===== src/hw/pwq_pkg.sv =====
// Constants and carrier types for the pulse-width channel
package pwq_pkg;
  localparam int          CNT_W            = 16;
  localparam int          PRE_W            = 4;
  localparam int          PRESC_W          = 16;

  localparam logic [7:0]  OFS_ENABLE       = 8'h00;
  localparam logic [7:0]  OFS_DISABLE      = 8'h04;
  localparam logic [7:0]  OFS_STATUS       = 8'h08;
  localparam logic [7:0]  OFS_MODE         = 8'h0C;
  localparam logic [7:0]  OFS_DUTY         = 8'h10;
  localparam logic [7:0]  OFS_PERIOD       = 8'h14;
  localparam logic [7:0]  OFS_COUNTER      = 8'h18;
  localparam logic [7:0]  OFS_UPDATE       = 8'h1C;

  localparam int          CMD_BIT          = 0;
  localparam int          STS_ACTIVE_BIT   = 0;
  localparam int          STS_ENABLED_BIT  = 1;
  localparam int          STS_PEND_BIT     = 2;
  localparam int          MODE_POL_BIT     = 0;
  localparam int          MODE_UPD_PER_BIT = 1;
  localparam int          MODE_CENTER_BIT  = 2;
  localparam int          MODE_PRE_LSB     = 8;

  localparam logic [CNT_W-1:0] RST_PERIOD  = 16'h00FF;
  localparam logic [CNT_W-1:0] RST_DUTY    = 16'h0080;
  localparam logic [CNT_W-1:0] CNT_FIRST   = 16'h0000;
  localparam logic [CNT_W-1:0] CNT_LATER   = 16'h0001;
  localparam logic [CNT_W-1:0] CNT_IMM_MAX = 16'h0001;

  typedef struct packed {
    logic        pready;
    logic        pslverr;
    logic [31:0] prdata;
  } pwq_apb_rsp_type;

  typedef struct packed {
    pwq_apb_rsp_type    rsp;
    logic               enabled;
    logic               active_flag;
    logic               first_period;
    logic               aged;
    logic               count_down;
    logic               pol;
    logic               upd_period;
    logic               center;
    logic [PRE_W-1:0]   pre;
    logic [PRESC_W-1:0] presc;
    logic [CNT_W-1:0]   period;
    logic [CNT_W-1:0]   duty;
    logic [CNT_W-1:0]   counter;
    logic [CNT_W-1:0]   pend_val;
    logic               pend_valid;
    logic               pend_is_period;
    logic               wave;
  } pwq_state_type;

  localparam pwq_state_type RST_STATE = '{period: RST_PERIOD, duty: RST_DUTY, default: '0};
endpackage


===== src/hw/pwq_channel.sv =====
// Pulse-width channel with APB registers and deferred update path
// Operation
// - Update write at counter 0/1 applies immediately
// - Period updates ignored while period is zero
// - Left mode: first period from 0, later from 1
// - Zero duty gives a flat output level
// - Early disable stops output, flag stays set
//
// The address map and register access over APB were chosen for this implementation.
module pwq_channel (
  input  wire logic        clk,
  input  wire logic        reset,
  input  wire logic        psel,
  input  wire logic        penable,
  input  wire logic        pwrite,
  input  wire logic [7:0]  paddr,
  input  wire logic [31:0] pwdata,
  output logic      [31:0] prdata,
  output logic             pready,
  output logic             pslverr,
  output logic             pwm_out
);
  localparam int W = pwq_pkg::CNT_W;

  pwq_pkg::pwq_state_type s_r;
  pwq_pkg::pwq_state_type s_nxt;

  logic                       acc;
  logic                       wr;
  logic                       upd_wr;
  logic                       en_wr;
  logic                       dis_wr;
  logic                       tick;
  logic                       period_end;
  logic                       imm_ok;
  logic [pwq_pkg::PRESC_W-1:0] presc_lim;

  function automatic logic is_mapped(input logic [7:0] a);
    is_mapped = (a == pwq_pkg::OFS_ENABLE) || (a == pwq_pkg::OFS_DISABLE) ||
                (a == pwq_pkg::OFS_STATUS) || (a == pwq_pkg::OFS_MODE) ||
                (a == pwq_pkg::OFS_DUTY) || (a == pwq_pkg::OFS_PERIOD) ||
                (a == pwq_pkg::OFS_COUNTER) || (a == pwq_pkg::OFS_UPDATE);
  endfunction

  function automatic logic [31:0] read_word(input pwq_pkg::pwq_state_type s,
                                            input logic [7:0] a);
    logic [31:0] d;
    d = 32'h00000000;
    case (a)
      pwq_pkg::OFS_STATUS: begin
        d[pwq_pkg::STS_ACTIVE_BIT]  = s.active_flag;
        d[pwq_pkg::STS_ENABLED_BIT] = s.enabled;
        d[pwq_pkg::STS_PEND_BIT]    = s.pend_valid;
      end
      pwq_pkg::OFS_MODE: begin
        d[pwq_pkg::MODE_POL_BIT]     = s.pol;
        d[pwq_pkg::MODE_UPD_PER_BIT] = s.upd_period;
        d[pwq_pkg::MODE_CENTER_BIT]  = s.center;
        d[pwq_pkg::MODE_PRE_LSB +: pwq_pkg::PRE_W] = s.pre;
      end
      pwq_pkg::OFS_DUTY:    d[W-1:0] = s.duty;
      pwq_pkg::OFS_PERIOD:  d[W-1:0] = s.period;
      pwq_pkg::OFS_COUNTER: d[W-1:0] = s.counter;
      pwq_pkg::OFS_UPDATE:  d[W-1:0] = s.pend_val;
      default:              d = 32'h00000000;
    endcase
    read_word = d;
  endfunction

  // Access phase completes in the cycle our registered pready is high
  assign acc       = psel && penable && s_r.rsp.pready;
  assign wr        = acc && pwrite;
  assign upd_wr    = wr && (paddr == pwq_pkg::OFS_UPDATE);
  assign en_wr     = wr && (paddr == pwq_pkg::OFS_ENABLE) && pwdata[pwq_pkg::CMD_BIT];
  assign dis_wr    = wr && (paddr == pwq_pkg::OFS_DISABLE) && pwdata[pwq_pkg::CMD_BIT];
  assign presc_lim = pwq_pkg::PRESC_W'((16'h0001 << s_r.pre) - 16'h0001);
  // Lowered prescale while running never strands the divider
  assign tick      = s_r.enabled && (s_r.presc >= presc_lim);
  // Zero period never ends a period, so pending period values wait
  assign period_end = tick && (s_r.period != '0) &&
                      (s_r.center ? (s_r.count_down && s_r.counter <= pwq_pkg::CNT_LATER)
                                  : (s_r.counter >= s_r.period));
  assign imm_ok    = (s_r.counter <= pwq_pkg::CNT_IMM_MAX) &&
                     !(s_r.upd_period && s_r.period == '0);

  always_comb begin
    s_nxt = s_r;
    if (s_r.enabled) begin
      s_nxt.presc = tick ? '0 : pwq_pkg::PRESC_W'(s_r.presc + 1'b1);
    end
    if (tick) begin
      s_nxt.aged = 1'b1;
      if (s_r.period == '0) begin
        s_nxt.counter = '0;
      end else if (s_r.center) begin
        if (s_r.count_down) begin
          if (s_r.counter <= pwq_pkg::CNT_LATER) begin
            s_nxt.counter    = '0;
            s_nxt.count_down = 1'b0;
          end else begin
            s_nxt.counter = W'(s_r.counter - 1'b1);
          end
        end else if (s_r.counter >= s_r.period) begin
          s_nxt.count_down = 1'b1;
          s_nxt.counter    = W'(s_r.counter - 1'b1);
        end else begin
          s_nxt.counter = W'(s_r.counter + 1'b1);
        end
      end else if (period_end) begin
        s_nxt.counter      = pwq_pkg::CNT_LATER;
        s_nxt.first_period = 1'b0;
      end else begin
        s_nxt.counter = W'(s_r.counter + 1'b1);
      end
    end
    // pending value lands at the period boundary
    if (period_end && s_r.pend_valid) begin
      s_nxt.pend_valid = 1'b0;
      if (s_r.pend_is_period) begin
        s_nxt.period = s_r.pend_val;
      end else begin
        s_nxt.duty = s_r.pend_val;
      end
    end
    if (wr) begin
      case (paddr)
        pwq_pkg::OFS_MODE: begin
          s_nxt.pol        = pwdata[pwq_pkg::MODE_POL_BIT];
          s_nxt.upd_period = pwdata[pwq_pkg::MODE_UPD_PER_BIT];
          s_nxt.center     = pwdata[pwq_pkg::MODE_CENTER_BIT];
          s_nxt.pre        = pwdata[pwq_pkg::MODE_PRE_LSB +: pwq_pkg::PRE_W];
        end
        pwq_pkg::OFS_DUTY:   s_nxt.duty   = pwdata[W-1:0];
        pwq_pkg::OFS_PERIOD: s_nxt.period = pwdata[W-1:0];
        default: begin
        end
      endcase
    end
    if (upd_wr) begin
      s_nxt.pend_val = pwdata[W-1:0];
      if (imm_ok) begin
        // counter at 0 or 1 bypasses the deferral
        s_nxt.pend_valid = 1'b0;
        if (s_r.upd_period) begin
          s_nxt.period = pwdata[W-1:0];
        end else begin
          s_nxt.duty = pwdata[W-1:0];
        end
      end else if (!(s_r.upd_period && s_r.period == '0)) begin
        // held until the next period start
        s_nxt.pend_valid     = 1'b1;
        s_nxt.pend_is_period = s_r.upd_period;
      end
    end
    if (en_wr) begin
      s_nxt.enabled      = 1'b1;
      s_nxt.active_flag  = 1'b1;
      s_nxt.first_period = 1'b1;
      s_nxt.aged         = 1'b0;
      s_nxt.count_down   = 1'b0;
      s_nxt.presc        = '0;
      s_nxt.counter      = pwq_pkg::CNT_FIRST;
    end else if (dis_wr) begin
      // early disable leaves the flag standing
      s_nxt.enabled = 1'b0;
      s_nxt.presc   = '0;
      s_nxt.counter = '0;
      if (s_r.aged) begin
        s_nxt.active_flag = 1'b0;
      end
    end
    // zero duty never matches, level stays inactive
    s_nxt.wave = s_r.enabled && ((s_r.counter < s_r.duty) ? s_r.pol : !s_r.pol);
    s_nxt.rsp.pready  = psel && !penable;
    s_nxt.rsp.pslverr = psel && !penable && !is_mapped(paddr);
    s_nxt.rsp.prdata  = (psel && !penable && !pwrite) ? read_word(s_r, paddr) : 32'h00000000;
  end

  always_ff @(posedge clk) begin
    if (reset) begin
      s_r <= pwq_pkg::RST_STATE;
    end else begin
      s_r <= s_nxt;
    end
  end

  assign prdata  = s_r.rsp.prdata;
  assign pready  = s_r.rsp.pready;
  assign pslverr = s_r.rsp.pslverr;
  assign pwm_out = s_r.wave;

  function automatic logic wr_period_direct();
    wr_period_direct = wr && (paddr == pwq_pkg::OFS_PERIOD);
  endfunction

  function automatic logic wr_duty_direct();
    wr_duty_direct = wr && (paddr == pwq_pkg::OFS_DUTY);
  endfunction
endmodule


===== config.mk =====
export PLATFORM = sky130hd
export DESIGN_NAME = pwq_channel
export DESIGN_NICKNAME = d
export VERILOG_FILES = /design/src/hw/pwq_pkg.sv /design/src/hw/pwq_channel.sv
export SDC_FILE = /design/constraint.sdc
export NUM_CORES = 1
export LEC_CHECK = 0
export CORE_MARGIN = 1
export CORE_UTILIZATION = 46
export CTS_CLUSTER_DIAMETER = 60
export DETAILED_ROUTE_END_ITERATION = 6
export DONT_BUFFER_PORTS = 1
export PLACE_DENSITY = 0.65
export SLEW_MARGIN = 20
export SYNTH_ARGS = -nofsm -noshare
export SYNTH_HDL_FRONTEND = slang
export SYNTH_SLANG_ARGS = --single-unit

===== constraint.sdc =====
create_clock -name clk -period 3.95 [get_ports clk]
set_input_delay 0.79 -clock clk [delete_from_list [all_inputs] [get_ports clk]]
set_output_delay 0.79 -clock clk [all_outputs]
set_load 0.01 [all_outputs]

==> results.md, run 1 <==
- #FFs+latches synth: about 110
- Vias per cell: around 5.9
- Fin crit period: between 3 and 4 ns
- Slowest CP cell: or3b_1
- Initial Utilization: 0.476
- Nets: 985
- Clock Tree Buf Depth: 2
- Fin Setup TNS: 0 ns
- Pre-antenna DRT Iters: 7
- Layout cells sized above 1: 0.0907
- Die Area: 16,400 sq um
- Die X: 128 microns
- Most used flip-flop cell after synthesis: dfxtp_1
- Fmax: approximately 270 MHz
- # diodes: 0
- Setup Skew: 0.00768 ns
- Max-slew headroom: 0.450
- Crit. End Element: flop
- Commonest cells after routing, fill and taps aside: nand2_1 (122), dfxtp_1 (112), a21oi_1 (61), nor2_1 (54), ha_1 (52)
- Arrival time at the worst endpoint: just under 4 ns
- Grt total ovfl: 0
- Finish-stage setup viols: 0
- Crit-path max cell delay: around 0.51 ns
- Sw power: just under 0.0005 W
- Dpl cells: 1,088
- Pre-CTS setup slack: around 0.042 ns
- Sequential area share after synthesis: 0.306
- Violated checks: design-rule violations
- Flop-to-flop setup slack: roughly 0.27 ns
- Top post-synthesis cells by area: dfxtp_1 (31%), ha_1 (8.9%), nand2_1 (6.3%)
- Number of synthesized flops with an enable pin: 0
- CTS Root Cell: clkbuf_16
- Final hold viol count: 0
- Ys async rst share: 0
- Core footprint: approximately 15,000 sq um
- Global-route wire length before repair: just over 30 mm
- Mapped Cells: a little over 900
- GR Util All Layers: 0.241
- First DRT Iteration DRCs: between 500 and 600
- CP Launch Type: flop
- DRC violations left: 1
- Post-Route WL: 19.2 mm
- LEAKAGE: between 2 and 3 nW
- Crit Path Class: flop to flop
- MaxCap Viol Count: 0
- Average size of a mapped cell: roughly 8 sq um
- CTS tree: done
- Clock Power Share: 0.440
- Worst skew pair latency: around 0.36 ns
- CP required: 4.23 ns
- Power Density: 271 nW/um^2
- Final Max Slew Viols: 0
- Largest net degree at the start of global routing: 41
- Netlist cell types: slightly below 80
- Cell Chain, Critical Path: nor2_1, nand3b_1, ha_1, buf_4, nor2_1, a22oi_1, o22a_1, ha_1, nand4_1, nor3_2, nand3_1, o22ai_1, o21ai_2, or3b_1, buf_4, mux2i_1, o21ai_0
- Peak supply drop: around 290 uV
- Reg power frac: 0.539
- Antenna violations before repair: 0
- Routed len/inst: about 17 microns
- Hold/Removal Path Class: flop to flop
- TritonCTS Buffers: 9
- Row cnt: 45
- Crit-path leading delay family: simple AND/OR/NAND/NOR gates
- Vias in the first global route: 5,848
- Buf+Inv Stages, Crit Path: 2
- IO Pins: 80
- Clock slew at reported path FFs: around 0.080 ns
- Yosys warns: 0
- Final Wtd Congestion: between 0.8 and 0.9
- Most common cell after layout, fill and taps aside: nand2_1
- Via count: around 6,500
- Final hold slack: around 0.5 ns
- CTS sink count: 112
- Final WS setup: 0.269 ns
- Share of the synthesized area in the top cell type: 0.306
- Layout area overhead: 5.86%
- H-tree depth: 3
- Die Y-Extent: 128 microns
- Post-route insts no fill: approximately 1,100
- Post-route ant nets: 0
- Logic pwr share: 0.021
- IO Port Bufs: 0
- RSZ-0062 raised after global routing: false
- Crit path max fanout: 13
- Run status: complete, but fails checks
- Cell-internal power: between 0.0015 and 0.002 W
- Mapped Area: around 7300 sq um
- Period utilization: 0.932
- Worst-Margin Slew: just over 0.8 ns
- Post-synth top area cell: dfxtp_1
- Net Sw Frac: 0.235
- HPWL after DPL: around 15 mm
-- synth_stat cells, types with 9 or more instances --
| cell | n |
|---|---|
| nor2_1 | 54 |
| a31oi_1 | 9 |
| nand3_1 | 26 |
| dfxtp_1 | 112 |
| a211oi_1 | 14 |
| a22oi_1 | 18 |
| o211ai_1 | 9 |
| buf_4 | 34 |
| a21oi_1 | 61 |
| nand4_1 | 14 |
| mux2i_1 | 35 |
| o2bb2ai_1 | 9 |
| nand2_1 | 122 |
| clkbuf_1 | 31 |
| o21ai_0 | 45 |
| nand2b_1 | 9 |
| inv_1 | 51 |
| and3_1 | 13 |
| nor3_1 | 18 |
| buf_2 | 10 |
| ha_1 | 52 |
| xor2_1 | 15 |
-- area by class of cell --
class | count | area, sq um
tap | 211 | 264
timing repair buffer | 32 | 253
clock inverter | 6 | 62.6
multi-input combinational | 682 | 4500
inverter | 51 | 191
fill | 1514 | 7620
clock buffer | 10 | 239
sequential | 112 | 2240
-- tightest hold or removal path, cell delays in order, from the launching register on --
cell and delay (ns):
dfxtp_1 0.33, nand2_1 0.06, a211oi_1 0.06
-- metal layers --
layer  global-route usage  part of all wire  vias up
li1                     -                 -     3207
met3               0.0467             0.050       25
met4               0.0803             0.019        0
met1                0.327              0.48     3062
met2                0.382              0.45      177
met5                    0                 0        -
-- cells by family (layout without fill, tap and decap cells) --
family                   Yosys count  after routing  synth area share
AND/OR/NAND/NOR                  315            315             0.215
AO/OA/AOI/OAI                    243            243             0.225
buffers and inverters            133             99            0.0906
flip-flops                       112            112             0.306
adder cells (fa/ha/maj)           52             52            0.0889
multiplexers                      38             38            0.0530
XOR/XNOR                          17             17            0.0203
other                              2             17           0.00103
-- repair_timing --
item | CTS | global route
buffers inserted | 0 | 0
gates resized for setup | 0 | 5
hold endpoints to repair | 0 | 0
hold buffers | 0 | 0
setup endpoints to repair | 0 | 24
-- registers in the layout (all words and copies together) (netlist names) --
name     flops
pready       1
pslverr      1
pwm_out      1
s_r         93
prdata      16
-- power groups by stage --
stage           logic, W  registers (W)  clock network [W]
6_report       0.0000450        0.00113           0.000922
5_1_grt        0.0000496        0.00113           0.000984
2_1_floorplan  0.0000588        0.00116                  0
4_1_cts        0.0000442        0.00113           0.000945
3_3_place_gp   0.0000440        0.00116                  0
3_5_place_dp   0.0000441        0.00116                  0
-- metrics by stage --
stage / utilization / total power, W / area (sq um)
after CTS: 0.503 / 0.00212 / 7730
after detailed placement: 0.483 / 0.00120 / 7420
after floorplan: - / 0.00121 / 7370
after global routing: 0.504 / 0.00216 / 7750
after global placement: 0.483 / 0.00120 / 7420
final: 0.504 / 0.00210 / 7750
-- worst paths after layout --
check,endpoint,startpoint,cells after the start
max,s_r[36]$_SDFF_PP0_,s_r[85]$_SDFFE_PP0P_,17
min reg2reg,prdata[12]$_SDFF_PP0_,s_r[47]$_SDFF_PP0_,2
max reg2reg,s_r[36]$_SDFF_PP0_,s_r[85]$_SDFFE_PP0P_,17
min,prdata[12]$_SDFF_PP0_,s_r[47]$_SDFF_PP0_,2
Power figures use the tool's default switching activity.
==> run 2, diff against run 1 <==
==> constraint.sdc (replaced) <==
create_clock -name clk -period 4.6 [get_ports clk]
set_input_delay 0.92 -clock clk [delete_from_list [all_inputs] [get_ports clk]]
set_output_delay 0.92 -clock clk [all_outputs]
set_load 0.01 [all_outputs]
==> run 2 against run 1 <==
Register-to-register slack better by 0.42 ns. Core utilization is 0.72 points lower. Largest cell class unchanged. Combinational power is 14% lower. The flow now finishes without violations.
==> results.md, run 2 (synthesis gave the netlist of run 1 again) <==
- Run status: finished, final reports clean
- Slowest CP cell: nor3_2
- Buf+Inv Stages, Crit Path: 1 (-1)
- CTS tree: done
- Global-route wire length before repair: 30.7 mm (-0.76%)
- Largest register by flop count: s_r
- Fmax: 255 MHz (-6.0%)
- Crit. End Element: flop
- Nets: 972 (-1.3%)
- Final Max Slew Viols: 0 (unchanged)
- Vias per cell: 5.83 (-0.61%)
- Layout cells sized above 1: 0.0739 (-0.0168)
- CTS sink count: 112 (unchanged)
- GR Util All Layers: 0.239 (-0.00148)
- Post-Route WL: 18.9 mm (-1.5%)
- Setup Buffers After CTS: 0 (unchanged)
- Fin crit period: 3.92 ns (+0.234 ns)
- Post-route ant nets: 0 (unchanged)
- Crit-path leading delay family: simple AND/OR/NAND/NOR gates
- Cell Area, Placed: 7310 sq um (-1.5%)
- Die Y-Extent: 128 microns (unchanged)
- Largest net degree at the start of global routing: 41 (unchanged)
- Most common cell after layout, fill and taps aside: nand2_1
- Cell-internal power: 0.00143 W (-11%)
- Antenna violations before repair: 1 (+1)
- Worst-Margin Slew: 1.05 ns (+0.226 ns)
- CP required: 4.88 ns (+0.65 ns)
- CP dominant cell by count: ha_1
- Crit path depth: 15 (-2)
- HPWL after DPL: 14.1 mm (-2.9%)
- Crit path max fanout: 12 (-1)
- Clock Tree Buf Depth: 2 (unchanged)
- Crit-path max cell delay: 0.48 ns (-0.03 ns)
- Worst r2r path cells: 15 (-2)
- Fin Setup TNS: 0 ns (unchanged)
- Pre-antenna DRT Iters: 5 (-2)
- Post-route cell area: 7640 sq um (-1.4%)
- Worst skew pair latency: 0.36 ns (about the same)
- Max-slew headroom: 0.297 (-0.153)
- Flop-to-flop setup slack: 0.68 ns (+0.42 ns)
- Via count: 6,356 (-1.8%)
- Power Density: 245 nW/um^2 (-9.5%)
- Layout area overhead: 4.36%
- Hold Crit Depth: 2 (unchanged)
- Hold-fix buffers at CTS: 0 (unchanged)
- Core footprint: 15,400 sq um (unchanged)
- Commonest cells after routing, fill and taps aside: nand2_1 (122), dfxtp_1 (112), a21oi_1 (61), nor2_1 (54), ha_1 (52)
- Peak supply drop: 274 uV (-5.6%)
- IO Port Bufs: 0 (unchanged)
- IO Pins: 80 (unchanged)
- LEAKAGE: 2.90 nW (-2.6%)
- # diodes: 0 (unchanged)
- Grt total ovfl: 0 (unchanged)
- DRC violations left: 0 (-1)
- CTS Root Cell: clkbuf_16
- Cell Chain, Critical Path: nor2_1, nand3b_1, ha_1, or2_2, o21ai_0, a31oi_1, ha_1, nand4_1, o311a_1, nand2b_1, a21bo_2, nor3_2, buf_4, a221oi_1, nor3_1
- MaxCap Viol Count: 0 (unchanged)
- Routed len/inst: 17.3 microns (-0.35%)
- Die X: 128 microns (unchanged)
- Clock slew at reported path FFs: 0.08 ns (about the same)
- Arrival time at the worst endpoint: 4.20 ns (+0.24 ns)
- Crit Path Class: flop to flop
- Sw power: 0.000437 W (-11%)
- CP Launch Type: flop
- Resized Gates After CTS: 0 (unchanged)
- Die Area: 16,400 sq um (unchanged)
- Setup Skew: 0.00715 ns (-0.000527 ns)
- Net Sw Frac: 0.234 (-0.00138)
- Final Wtd Congestion: 0.874 (+1.6%)
- RSZ-0062 raised after global routing: false
- Vias in the first global route: 5,895 (+0.80%)
- TritonCTS Buffers: 9 (unchanged)
- Initial Utilization: 0.476 (unchanged)
- Finish-stage setup viols: 0 (unchanged)
- Final hold viol count: 0 (unchanged)
- Reg power frac: 0.519 (-0.020)
- Hold/Removal Path Class: flop to flop
- Logic pwr share: 0.021 (about the same)
- Clock Power Share: 0.461 (+0.021)
- First DRT Iteration DRCs: 566 (+10%)
- Period utilization: 0.851 (-0.0808)
- Row cnt: 45 (unchanged)
- Fill count: 1,531 (+1.1%)
- Max reg flops: 93 (unchanged)
- H-tree depth: 3 (unchanged)
-- run 2: changes by cell type in the layout (fill, tap and decap cells not counted), sizes merged --
| cell | before | now |
|---|---|---|
| inv | 53 | 54 |
| clkinv | 4 | 2 |
| buf | 32 | 19 |
| bufinv | 0 | 1 |
-- run 2: final cells by class --
type	count	area, sq um	area share
multi-input combinational	682	4470	0.586
clock buffer	10	239	0.0313
timing repair buffer	19	143	0.0187
tap	211	264	0.0346
clock inverter	6	83.8	0.0110
inverter	51	191	0.0251
sequential	112	2240	0.294
-- run 2: path summary, 6_finish.rpt --
check | start | to
worst max-delay path | s_r[85]$_SDFFE_PP0P_ | s_r[29]$_SDFFE_PP0N_
worst max register to register | s_r[85]$_SDFFE_PP0P_ | s_r[29]$_SDFFE_PP0N_
worst min-delay path | s_r[88]$_SDFFE_PP0P_ | s_r[88]$_SDFFE_PP0P_
worst min register to register | s_r[88]$_SDFFE_PP0P_ | s_r[88]$_SDFFE_PP0P_
-- run 2: power groups by stage --
stage	Clock [W]	Combinational [W]	Sequential, W
5_1_grt	0.000912	0.0000424	0.000970
4_1_cts	0.000877	0.0000382	0.000970
3_3_place_gp	0	0.0000380	0.000993
6_report	0.000861	0.0000385	0.000970
2_1_floorplan	0	0.0000505	0.000993
3_5_place_dp	0	0.0000380	0.000993
-- run 2: per-layer routing --
metal | vias up | track usage | share of wire
li1 | 3180 | - | -
met4 | 0 | 0.0768 | 0.020
met3 | 24 | 0.0501 | 0.056
met2 | 194 | 0.377 | 0.45
met5 | - | 0 | 0
met1 | 2958 | 0.326 | 0.47
-- run 2: stage by stage --
| step | hold slack [ns] | util | std cells | total power [W] | worst slack, ns |
|---|---|---|---|---|---|
| 3_5_place_dp | 0.481 | 0.476 | 1075 | 0.00103 | 0.735 |
| 5_1_grt | 0.519 | 0.497 | 1091 | 0.00192 | 0.337 |
| 4_1_cts | 0.492 | 0.497 | 1091 | 0.00188 | 0.676 |
| 6_report | 0.496 | 0.497 | 1091 | 0.00187 | 0.685 |
| 3_3_place_gp | 0.478 | 0.476 | 1075 | 0.00103 | 0.687 |
| 2_1_floorplan | 0.452 | - | 927 | 0.00104 | 0.985 |
-- run 2: worst min-delay path: stages, from the launching register on --
cell and delay, ns:
dfxtp_1 0.34, nand2_1 0.06, a21oi_1 0.05
==> run 3, diff against run 2 <==
==> constraint.sdc (replaced) <==
create_clock -name clk -period 4.73 [get_ports clk]
set_input_delay 0.946 -clock clk [delete_from_list [all_inputs] [get_ports clk]]
set_output_delay 0.946 -clock clk [all_outputs]
set_load 0.01 [all_outputs]
==> run 3 against run 2 <==
Clock skew rose by 0.0012 ns. Design area decreased by 0.62%. Clock-buffer cell count unchanged. Non-clock buffer count shrank 3. Maximum frequency fell by 4.6%. Via count is 1.0% higher. Clock power is 11% lower. Power decreased by 6.8%. Critical path type unchanged. Largest cell class unchanged.
==> results.md, run 3 (synthesis gave the netlist of run 1 again) <==
- HPWL after DPL: 14.1 mm (+0.40%)
- Hold Crit Depth: 2 (unchanged)
- Pre-CTS setup slack: 0.692 ns (-0.0431 ns)
- IO Pins: 80 (unchanged)
- Hold_sp: s_r[91]$_SDFFE_PP0N_
- Clock Tree Buf Depth: 2 (unchanged)
- Fin crit period: 4.10 ns (+0.187 ns)
- Most common cell after layout, fill and taps aside: nand2_1
- Post-route ant nets: 0 (unchanged)
- WL met1: 8.96 mm (about the same)
- Crit-path leading delay family: simple AND/OR/NAND/NOR gates
- Final Wtd Congestion: 0.872 (-0.17%)
- Crit Path Class: flop to flop
- Global-route wire length before repair: 31.0 mm (+0.85%)
- Vias per cell: 5.90 (+1.3%)
- GR Util All Layers: 0.239 (about the same)
- Setup Skew: 0.00838 ns (+0.00123 ns)
- Met3 WL post-DR: 1.05 mm (-1.0%)
- Row cnt: 45 (unchanged)
- Max-slew headroom: 0.357 (+0.0604)
- CP dominant cell by count: ha_1
- Final WS setup: 0.628 ns (-0.0572 ns)
- DRC violations left: 0 (unchanged)
- Nets: 969 (-0.31%)
- TritonCTS Buffers: 9 (unchanged)
- # diodes: 0 (unchanged)
- Resized Gates After CTS: 0 (unchanged)
- Die X: 128 microns (unchanged)
- Cell Area, Placed: 7290 sq um (-0.31%)
- Met2 routed WL: 8.64 mm (+1.6%)
- Final Max Slew Viols: 0 (unchanged)
- Via count: 6,420 (+1.0%)
- CP required: 5.01 ns (+0.13 ns)
- Hold-fix buffers at CTS: 0 (unchanged)
- Initial Utilization: 0.476 (unchanged)
- CTS sink count: 112 (unchanged)
- Vias in the first global route: 5,898 (+0.051%)
- Grt total ovfl: 0 (unchanged)
- Layout area overhead: 3.71%
- Largest net degree at the start of global routing: 41 (unchanged)
- Period utilization: 0.867 (+0.0162)
- Post-layout util: 0.494 (-0.00309)
- Worst Hold End: s_r[91]$_SDFFE_PP0N_
- CTS Root Cell: clkbuf_16
- Worst r2r path cells: 15 (unchanged)
- Routed len/inst: 17.4 microns (+0.30%)
- Max reg flops: 93 (unchanged)
- Final hold slack: 0.493 ns (-0.00309 ns)
- Arrival time at the worst endpoint: 4.38 ns (+0.18 ns)
- Pre-antenna DRT Iters: 7 (+2)
- Antenna violations before repair: 0 (-1)
- Flop-to-flop setup slack: 0.63 ns (-0.06 ns)
- Run status: finished, final reports clean
- CTS tree: done
- Crit-path max cell delay: 0.48 ns (about the same)
- Worst skew pair latency: 0.36 ns (about the same)
- Max layer used: met4
- Peak supply drop: 192 uV (-30%)
- Final hold viol count: 0 (unchanged)
- Core footprint: 15,400 sq um (unchanged)
- Setup Buffers After CTS: 0 (unchanged)
- Fill count: 1,531 (unchanged)
- Hold/Removal Path Class: flop to flop
- Crit. End Element: flop
- IO Port Bufs: 0 (unchanged)
- Layout cells sized above 1: 0.0696 (-0.00431)
- Post-Route WL: 18.9 mm (about the same)
- Slowest CP cell: nor3_2
- Finish-stage setup viols: 0 (unchanged)
- Terminus of the critical flop-to-flop path: s_r[29]$_SDFFE_PP0N_
- Largest register by flop count: s_r
- Crit path max fanout: 14 (+2)
- First DRT Iteration DRCs: 563 (-0.53%)
- LEAKAGE: 2.88 nW (-0.65%)
- H-tree depth: 3 (unchanged)
- Fin Setup TNS: 0 ns (unchanged)
- Cell Chain, Critical Path: nor2_1, nand2_1, ha_1, or2_2, o21ai_0, a31oi_1, ha_1, nand4_1, o311a_1, nand2b_1, a21bo_2, nor3_2, buf_4, a221oi_1, nor3_1
- Die Area: 16,400 sq um (unchanged)
- CP Launch Type: flop
- Power Density: 230 nW/um^2 (-6.2%)
- Die Y-Extent: 128 microns (unchanged)
- Commonest cells after routing, fill and taps aside: nand2_1 (122), dfxtp_1 (112), a21oi_1 (61), nor2_1 (54), ha_1 (52)
- RSZ-0062 raised after global routing: false
- Worst-Margin Slew: 0.956 ns (-0.0931 ns)
- Clock slew at reported path FFs: 0.08 ns (about the same)
- RR Startpoint: s_r[86]$_SDFFE_PP0P_
- Buf+Inv Stages, Crit Path: 1 (unchanged)
- Fmax: 244 MHz (-4.6%)
- MaxCap Viol Count: 0 (unchanged)
- Post-route cell area: 7590 sq um (-0.62%)
[run 3: cell count changes in the layout (fill, tap and decap cells not counted)]
| cell | delta |
|---|---|
| clkbuf_1 | +1 |
| clkbuf_8 | -1 |
| nor3_2 | -1 |
| nor3_4 | +1 |
| buf_4 | -3 |
| clkinv_4 | +1 |
| bufinv_16 | -1 |
[run 3: how the worst max path moves through the flow]
stage                          from                   end  slack, ns  cells after the start
6_report       s_r[86]$_SDFFE_PP0P_  s_r[29]$_SDFFE_PP0N_       0.63                     15
5_1_grt        s_r[86]$_SDFFE_PP0P_    s_r[50]$_SDFF_PP0_       0.29                     16
4_1_cts        s_r[86]$_SDFFE_PP0P_  s_r[29]$_SDFFE_PP0N_       0.62                     15
3_5_place_dp   s_r[86]$_SDFFE_PP0P_  s_r[29]$_SDFFE_PP0N_       0.69                     15
3_3_place_gp   s_r[86]$_SDFFE_PP0P_  s_r[29]$_SDFFE_PP0N_       0.71                     15
2_1_floorplan  s_r[84]$_SDFFE_PP0P_    s_r[42]$_SDFF_PP1_       1.11                     16
[run 3: cell type report]
type	count	area, sq um	share of cell area
clock buffer	10	229	0.0302
tap	211	264	0.0348
timing repair buffer	16	120	0.0158
clock inverter	6	62.6	0.00824
sequential	112	2240	0.295
multi-input combinational	682	4480	0.590
inverter	51	191	0.0252
[run 3: per-layer routing]
metal / global-route usage / up-vias
li1: - / 3167
met1: 0.331 / 3056
met2: 0.377 / 179
met3: 0.0492 / 18
met4: 0.0644 / 0
met5: 0 / -
[run 3: worst register-to-register path, delay by kind of cell (launching register included)]
| kind | cells | cell delay (ns) |
|---|---|---|
| AOI/OAI and AO/OA | 5 | 1.03 |
| adders and majority gates | 2 | 0.55 |
| buffers and inverters | 1 | 0.25 |
| DFF | 1 | 0.46 |
| and+or+nand+nor | 7 | 1.72 |
[run 3: stage by stage]
stage,total power (W),instances
after floorplan,0.00101,927
after global placement,0.00100,1072
after detailed placement,0.00100,1072
after CTS,0.00176,1088
after global routing,0.00180,1088
final,0.00174,1088
[run 3: power by group]
group	internal, W	leakage, nW	switching [W]	total (W)
combinational	0.0000107	1.83	0.0000260	0.0000367
sequential	0.000942	0.902	0.000000804	0.000943
clock	0.000372	0.142	0.000390	0.000762
total	0.00133	2.88	0.000416	0.00174
